### config.mk
export PLATFORM = sky130hd
export DESIGN_NAME = ras_stack
export DESIGN_NICKNAME = d
export VERILOG_FILES = /design/src/ras_pkg.sv /design/src/ras_entry_split.sv /design/src/ras_stack.sv
export SDC_FILE = /design/constraint.sdc
export NUM_CORES = 1
export LEC_CHECK = 0
export ABC_AREA = 1
export BUFFER_PORTS_ARGS = -buffer_cell sky130_fd_sc_hd__buf_2
export CORE_MARGIN = 3
export CORE_UTILIZATION = 55
export CTS_BUF_LIST = sky130_fd_sc_hd__clkbuf_2
export DETAILED_ROUTE_END_ITERATION = 7
export PLACE_DENSITY = 0.78
export SETUP_SLACK_MARGIN = 0.4
export SLEW_MARGIN = 5
export SYNTH_ARGS = -nofsm -noshare
export SYNTH_HDL_FRONTEND = slang
export SYNTH_SLANG_ARGS = --single-unit
### constraint.sdc
create_clock -name sys_clk -period 7.8 [get_ports sys_clk]
set_clock_uncertainty 0.15 [all_clocks]
set_input_delay 1.95 -clock sys_clk [delete_from_list [all_inputs] [get_ports sys_clk]]
set_output_delay 1.95 -clock sys_clk [all_outputs]
set_load 0.01 [all_outputs]
### src/ras_pkg.sv
package ras_pkg;
	localparam int          RAS_PC_W      = 21;
	localparam int          RAS_PTR_W     = 5;
	localparam int          RAS_DEPTH     = 31;
	localparam logic [4:0]  RAS_PTR_RST   = 5'h00;
	localparam logic [4:0]  RAS_PTR_MAX   = 5'h1F;
	localparam logic [4:0]  RAS_PTR_ONE   = 5'h01;
	localparam logic [20:0] RAS_PC_ZERO   = 21'h000000;
	localparam logic [20:0] RAS_PC_STEP   = 21'h000002;
	localparam int          RAS_UPPER_LSB = 16;
	localparam int          RAS_HIGH_LSB  = 8;

	typedef struct packed {
		logic        push;
		logic        pop;
		logic [20:0] pc;
	} ras_core_req_t;

	typedef struct packed {
		logic       ptr_wr;
		logic [4:0] ptr_wdata;
		logic       full_clr;
		logic       unf_clr;
		logic       upper_wr;
		logic       high_wr;
		logic       low_wr;
		logic [7:0] wdata;
	} ras_sw_req_t;

	typedef struct packed {
		logic [4:0]  ptr;
		logic        full;
		logic        unf;
		logic        ovf_rst;
		logic [20:0] ret_pc;
		logic        ret_valid;
	} ras_state_t;
endpackage : ras_pkg

### src/ras_entry_split.sv
`timescale 1ns/10ps
module ras_entry_split
	import ras_pkg::*;
(
	input  wire logic [RAS_PC_W-1:0] entry,
	output logic      [7:0]          upper,
	output logic      [7:0]          high,
	output logic      [7:0]          low
);
	// unused upper bits of the upper byte read as zero
	always_comb begin
		upper = 8'h00;
		upper[RAS_PC_W-RAS_UPPER_LSB-1:0] = entry[RAS_PC_W-1:RAS_UPPER_LSB];
		high  = entry[RAS_UPPER_LSB-1:RAS_HIGH_LSB];
		low   = entry[RAS_HIGH_LSB-1:0];
	end
endmodule : ras_entry_split

### src/ras_stack.sv
`timescale 1ns/10ps
// Notes on behaviour
// - push: bump pointer, then store pc
// - pop: read entry, then drop pointer
// - every reset zeroes the pointer
// - pointer zero has no storage
// - pointer 0..31, software readable and writable
// - three top bytes mirror selected entry
// - calls, relative calls, interrupts all push
// - software can push/pop via top registers
// - full flag on 31st push
// - full clears by software or power-on
// - overflow reset: store pc+2, full, reset
// - after overflow reset: full kept, pointer zero
// - no overflow reset: full, pointer to 31
// - later pushes neither overwrite nor move
// - empty pop: pc zero, underflow, pointer zero
// - underflow clears by software or power-on
// - underflow vectors without resetting registers
module ras_stack
	import ras_pkg::*;
#(
	parameter int PC_W  = RAS_PC_W,
	parameter int DEPTH = RAS_DEPTH
)
(
	input  wire logic          sys_clk,
	input  wire logic          rst_n,
	input  wire logic          por_n,
	input  wire logic          overflow_reset_enable,
	input  wire ras_core_req_t core_req,
	input  wire ras_sw_req_t   sw_req,
	output logic [PC_W-1:0]    ret_pc,
	output logic               ret_valid,
	output logic               overflow_reset_req,
	output logic [4:0]         return_stack_pointer,
	output logic               stack_full_flag,
	output logic               stack_underflow_flag,
	output logic [7:0]         top_entry_upper,
	output logic [7:0]         top_entry_high,
	output logic [7:0]         top_entry_low
);
	initial begin
		if (PC_W != RAS_PC_W || DEPTH != RAS_DEPTH)
			$error("ras_stack: unsupported width or depth");
	end

	// the array has no entry 0: pointer zero is empty and reads as zero
	logic [PC_W-1:0] mem [1:DEPTH];
	ras_state_t      st_r;
	ras_state_t      st_nxt;
	logic [PC_W-1:0] top_entry;
	logic            mem_we;
	logic [4:0]      mem_wa;
	logic [PC_W-1:0] mem_wd;
	logic            flags_r;
	logic            full_r;
	logic            unf_r;
	logic            full_nxt;
	logic            unf_nxt;

	assign top_entry = (st_r.ptr == RAS_PTR_RST) ? RAS_PC_ZERO : mem[st_r.ptr];

	ras_entry_split u_split (
		.entry (top_entry),
		.upper (top_entry_upper),
		.high  (top_entry_high),
		.low   (top_entry_low)
	);

	always_comb begin
		st_nxt           = st_r;
		st_nxt.ret_valid = 1'b0;
		st_nxt.ovf_rst   = 1'b0;
		full_nxt         = full_r;
		unf_nxt          = unf_r;
		mem_we           = 1'b0;
		mem_wa           = st_r.ptr;
		mem_wd           = core_req.pc;
		// software writes, then hardware events; set beats clear
		if (sw_req.full_clr)
			full_nxt = 1'b0;
		if (sw_req.unf_clr)
			unf_nxt = 1'b0;
		if (sw_req.ptr_wr)
			st_nxt.ptr = sw_req.ptr_wdata;
		if (st_r.ptr != RAS_PTR_RST && (sw_req.upper_wr || sw_req.high_wr || sw_req.low_wr)) begin
			mem_we = 1'b1;
			mem_wd = top_entry;
			if (sw_req.upper_wr)
				mem_wd[PC_W-1:RAS_UPPER_LSB] = sw_req.wdata[PC_W-RAS_UPPER_LSB-1:0];
			if (sw_req.high_wr)
				mem_wd[RAS_UPPER_LSB-1:RAS_HIGH_LSB] = sw_req.wdata;
			if (sw_req.low_wr)
				mem_wd[RAS_HIGH_LSB-1:0] = sw_req.wdata;
		end
		// core push covers call, relative call and interrupt entry
		if (core_req.push) begin
			if (st_r.ptr == RAS_PTR_MAX) begin
				full_nxt = 1'b1;
			end else begin
				st_nxt.ptr = st_r.ptr + RAS_PTR_ONE;
				mem_we     = 1'b1;
				mem_wa     = st_r.ptr + RAS_PTR_ONE;
				mem_wd     = core_req.pc;
				if (st_r.ptr == RAS_PTR_MAX - RAS_PTR_ONE) begin
					full_nxt = 1'b1;
					if (overflow_reset_enable) begin
						mem_wd         = core_req.pc + RAS_PC_STEP;
						st_nxt.ptr     = RAS_PTR_RST;
						st_nxt.ovf_rst = 1'b1;
					end
				end
			end
		end else if (core_req.pop) begin
			st_nxt.ret_valid = 1'b1;
			if (st_r.ptr == RAS_PTR_RST) begin
				st_nxt.ret_pc = RAS_PC_ZERO;
				unf_nxt       = 1'b1;
			end else begin
				st_nxt.ret_pc = top_entry;
				st_nxt.ptr    = st_r.ptr - RAS_PTR_ONE;
			end
		end
	end

	// pointer and pulses clear on every reset; flags only on power-on
	always_ff @(posedge sys_clk or negedge rst_n) begin
		if (!rst_n) begin
			st_r.ptr       <= RAS_PTR_RST;
			st_r.ret_pc    <= RAS_PC_ZERO;
			st_r.ret_valid <= 1'b0;
			st_r.ovf_rst   <= 1'b0;
		end else begin
			st_r.ptr       <= st_nxt.ptr;
			st_r.ret_pc    <= st_nxt.ret_pc;
			st_r.ret_valid <= st_nxt.ret_valid;
			st_r.ovf_rst   <= st_nxt.ovf_rst;
		end
	end

	// flags survive the overflow reset and other non power-on resets
	always_ff @(posedge sys_clk or negedge por_n) begin
		if (!por_n) begin
			full_r  <= 1'b0;
			unf_r   <= 1'b0;
			flags_r <= 1'b0;
		end else begin
			full_r  <= full_nxt;
			unf_r   <= unf_nxt;
			flags_r <= 1'b1;
		end
	end

	assign st_r.full = full_r;
	assign st_r.unf  = unf_r;

	always_ff @(posedge sys_clk) begin
		if (mem_we)
			mem[mem_wa] <= mem_wd;
	end

	assign ret_pc               = st_r.ret_pc;
	assign ret_valid            = st_r.ret_valid;
	assign overflow_reset_req   = st_r.ovf_rst;
	assign return_stack_pointer = st_r.ptr;
	assign stack_full_flag      = full_r;
	assign stack_underflow_flag = unf_r;

	a_push_ptr_step: assert property (@(posedge sys_clk) disable iff (!rst_n)
		core_req.push && !sw_req.ptr_wr && st_r.ptr < RAS_PTR_MAX - RAS_PTR_ONE
		|=> st_r.ptr == $past(st_r.ptr) + RAS_PTR_ONE)
		else $error("push did not advance pointer");
	a_pop_ret_entry: assert property (@(posedge sys_clk) disable iff (!rst_n)
		core_req.pop && !core_req.push && st_r.ptr != RAS_PTR_RST && !sw_req.ptr_wr
		|=> ret_valid && ret_pc == $past(top_entry) && st_r.ptr == $past(st_r.ptr) - RAS_PTR_ONE)
		else $error("pop returned wrong value or pointer");
	a_empty_pop_unf: assert property (@(posedge sys_clk) disable iff (!rst_n || !por_n)
		core_req.pop && !core_req.push && st_r.ptr == RAS_PTR_RST && !sw_req.ptr_wr
		|=> ret_pc == RAS_PC_ZERO && stack_underflow_flag && st_r.ptr == RAS_PTR_RST)
		else $error("empty pop mishandled");
	a_ovf_reset_pulse: assert property (@(posedge sys_clk) disable iff (!rst_n || !por_n)
		core_req.push && overflow_reset_enable && st_r.ptr == RAS_PTR_MAX - RAS_PTR_ONE
		|=> overflow_reset_req && stack_full_flag && st_r.ptr == RAS_PTR_RST)
		else $error("overflow reset not raised");
	a_sat_full_ptr: assert property (@(posedge sys_clk) disable iff (!rst_n || !por_n)
		core_req.push && !overflow_reset_enable && st_r.ptr == RAS_PTR_MAX - RAS_PTR_ONE && !sw_req.ptr_wr
		|=> stack_full_flag && st_r.ptr == RAS_PTR_MAX)
		else $error("saturating push wrong");
	a_sat_hold_top: assert property (@(posedge sys_clk) disable iff (!rst_n)
		core_req.push && st_r.ptr == RAS_PTR_MAX && !sw_req.ptr_wr && !sw_req.low_wr
		&& !sw_req.high_wr && !sw_req.upper_wr
		|=> st_r.ptr == RAS_PTR_MAX && $stable(top_entry))
		else $error("push beyond full moved stack");
	a_full_sticky: assert property (@(posedge sys_clk) disable iff (!por_n)
		flags_r && $fell(stack_full_flag) |-> $past(sw_req.full_clr))
		else $error("full flag cleared without software");
	a_unf_sticky: assert property (@(posedge sys_clk) disable iff (!por_n)
		flags_r && $fell(stack_underflow_flag) |-> $past(sw_req.unf_clr))
		else $error("underflow flag cleared without software");
endmodule : ras_stack

==> flow_summary.yaml <==
worst_setup_path:
  r2r_end: "mem[10][12]"
  endpoint: "top_entry_low[3]"
  crit_top_cell: "nand3_1"
  crit_fanout: 58
  critPathLaunch: "return_stack_pointer[0]"
  slowest_delay_ns: 0.78
  crit_type: "reg2out"
  crit_buf_inv: 4
  worst_path_max_delay_cell: "dfrtp_4"
  required_ns: 5.70
  ff2ff_path_depth: 13
  cp_data_arrival_time_ns: 4.76
  r2r_start: "return_stack_pointer[1]"
  crit_chain: "buf_4 > buf_4 > nor2_1 > nor2_1 > o21ai_0 > nand3_1 > nand3_1 > nand2_1 > nand3_1 > inv_1 > buf_2"
  path_delay_family: "buffers and inverters"
  reg2reg_slack_ns: 2.22
  path_depth: 11
  start_kind: "register"
  end_kind: "output port"
sta:
  rsz0062_at_grt: "false"
  maxSlewViolCount: 0
  worst_pin_slew_ns: 1.42
  min_period_ns: 6.86
  hold_violations: 0
  setup-tns-final_ns: 0
  timing.fmax_mhz: 146
  fin_crit_sh_pct: 88.0
  slew_headroom_pct: 4.95
  finalSetupViolations: 0
  timing.hold.ws_ns: 0.222
placed_design:
  dpl.hpwl_um: 50700
  globalplace.congestion: 0.956
  port_buffers: 96
  dp_cells: 3320
yosys:
  synth_async_sr_flop_share_pct: 4.41
  synth_top_cell_area_share_pct: 67.2
  netlist_instances: 2663
  yosys-top-cells-area: "edfxtp_1, nand2_1, nor2_1"
  ys.warnings.count: 0
  synth_edf_count: 651
  yosysTopAreaCell: "edfxtp_1"
  syn_area_um2: 29100
  synth_cell_types: 45
  ys_ff_latch: 681
  syn_avg_cell_area_um2: 10.9
  ys_seq_area_share_pct: 69.7
  yosys_most_used_dff: "edfxtp_1"
clocking:
  cts_buffer_depth: 3
  post_cts_buffers: 0
  clk_latency_ns: 1.40
  cts_resized: 0
  clk_pin_slew_worst_paths_ns: 0.12
  cts_made_buffers: 158
  clock_sinks: 681
  h-tree-depth: 4
  cts_hold_buf: 0
  clk_root_buffer_cell: "clkbuf_2"
  cts_tree: "built"
drt:
  wire_per_inst_um: 23.3
  drt_iter0_drc: 3035
  drt-total-wl_um: 84000
  vias_per_cell: 5.88
  routed.top_layer: "met4"
  vias: 21200
  dr_wl_met2_um: 37400
  routed-wl-met3_um: 10800
  route.detailed.drc: 0
  wl_met1_um: 32200
  dr.pass1.iters: 6
  antenna_left: 0
pwr:
  pwr-share-clk_pct: 19.6
  power_switching_mw: 4.98
  p_seq_share_pct: 42.6
  peakVddDrop_mv: 0.218
  p_int_mw: 6.63
  p_comb_share_pct: 37.8
  powerDensity_nw_per_um2: 367
  switching_share_pct: 42.9
  leakage_nw: 12.1
finish:
  final_common_cell: "nand2_1"
  area_growth_pct: 8.70
  nets: 2852
  final_util_pct: 61.1
  fin_cells: 3604
  drive_gt1_share_pct: 15.5
  layout_common_cells: "nand2_1, edfxtp_1, nor2_1"
die:
  die_h_um: 236
  die_w_um: 236
  core_area_um2: 51800
  die_area_um2: 55700
  initial_utilization_pct: 56.2
  rows: 83
  io_pins: 100
global_route:
  antenna_found_initial: 4
  grt_pass1_wl_um: 125000
  grt.total_usage_pct: 29.9
  overflow: 0
  grt_pass1_vias: 20200
  grt_max_degree: 145
job:
  cap_viol_max_count: 0
outcome:
  status: "completed"
worst_hold_path:
  hp-class: "in2async"
==> metal layers <==
metal	vias to the layer above	track usage, %
li1	9529	-
met1	10000	41.3
met2	1457	44.0
met3	196	8.94
met4	0	13.7
met5	-	0
==> cell type report <==
| cell class | instances | area, um^2 |
|---|---|---|
| clock buffer | 232 | 1160 |
| multi-input combinational | 1673 | 7680 |
| antenna | 2 | 5.00 |
| fill | 4079 | 20200 |
| inverter | 162 | 624 |
| clock inverter | 50 | 275 |
| tap | 680 | 851 |
| sequential | 681 | 20300 |
| timing repair buffer | 124 | 741 |
==> flip-flops by register name, indices dropped and copies added, names as in the netlist <==
signal and count:
mem 651, ret_pc 21, return_stack_pointer 5, overflow_reset_req 1, ret_valid 1, stack_full_flag 1
stack_underflow_flag 1
==> cells by family (layout without fill, tap and decap cells) <==
group / Yosys count / after routing / share of synthesized area, %
and+or+nand+nor: 1246 / 1246 / 17.4
DFF: 681 / 681 / 69.7
AOI/OAI and AO/OA: 412 / 412 / 7.79
buffers and inverters: 311 / 568 / 4.66
adders and majority gates: 6 / 6 / 0.258
xor gates and xnor gates: 5 / 5 / 0.150
other: 1 / 5 / 0.0129
muxes: 1 / 1 / 0.0387
==> synthesized netlist by cell type (11+ instances only) <==
cell and number:
o21ai_0 229, o21ai_1 15, clkbuf_1 38, nor2_1 358
buf_2 80, o22ai_1 28, nand2_1 666, inv_1 151
a21oi_1 71, o211ai_1 47, buf_4 18, edfxtp_1 651
buf_1 11, a31oi_1 12, nand3_1 192, dfrtp_1 30
==> power by group through the flow <==
stage               combinational [mW]  sequential (mW)  clock, mW
floorplan                         2.51             4.94          0
global placement                  4.20             5.01          0
detailed placement                4.26             5.03          0
CTS                               4.28             4.94       2.30
global route                      4.68             4.98       2.49
finish                            4.39             4.95       2.27
==> worst reg2reg max path: stages, from the launching register on <==
cell	delay, ns
dfrtp_4	0.69
inv_6	0.71
ha_1	0.41
nand2_1	0.08
nor2_2	0.17
nand2_1	0.45
o31ai_2	0.19
buf_4	0.32
inv_2	0.05
nand2_1	0.49
nand2_1	0.15
a21oi_2	0.17
inv_1	0.05
nand2_1	1.00
==> worst min path at each step <==
stage                                 endpoint  slack, ns  cells past startpoint
after global routing      stack_underflow_flag       0.15                      1
after CTS                 stack_underflow_flag       0.09                      1
final                     stack_underflow_flag       0.22                      1
after global placement              ret_pc[20]       0.32                      2
after floorplan                     ret_pc[15]       0.37                      2
after detailed placement            ret_pc[20]       0.32                      2
==> per-stage QoR <==
stage	power, mW	worst slack (ns)	instance area [um^2]
CTS	11.5	0.951	31600
detailed placement	9.29	2.38	30200
global placement	9.21	2.49	30200
finish	11.6	0.936	31600
global route	12.1	0.769	31600
floorplan	7.45	3.38	29100
Note: power is estimated with default switching activity, not from simulation.
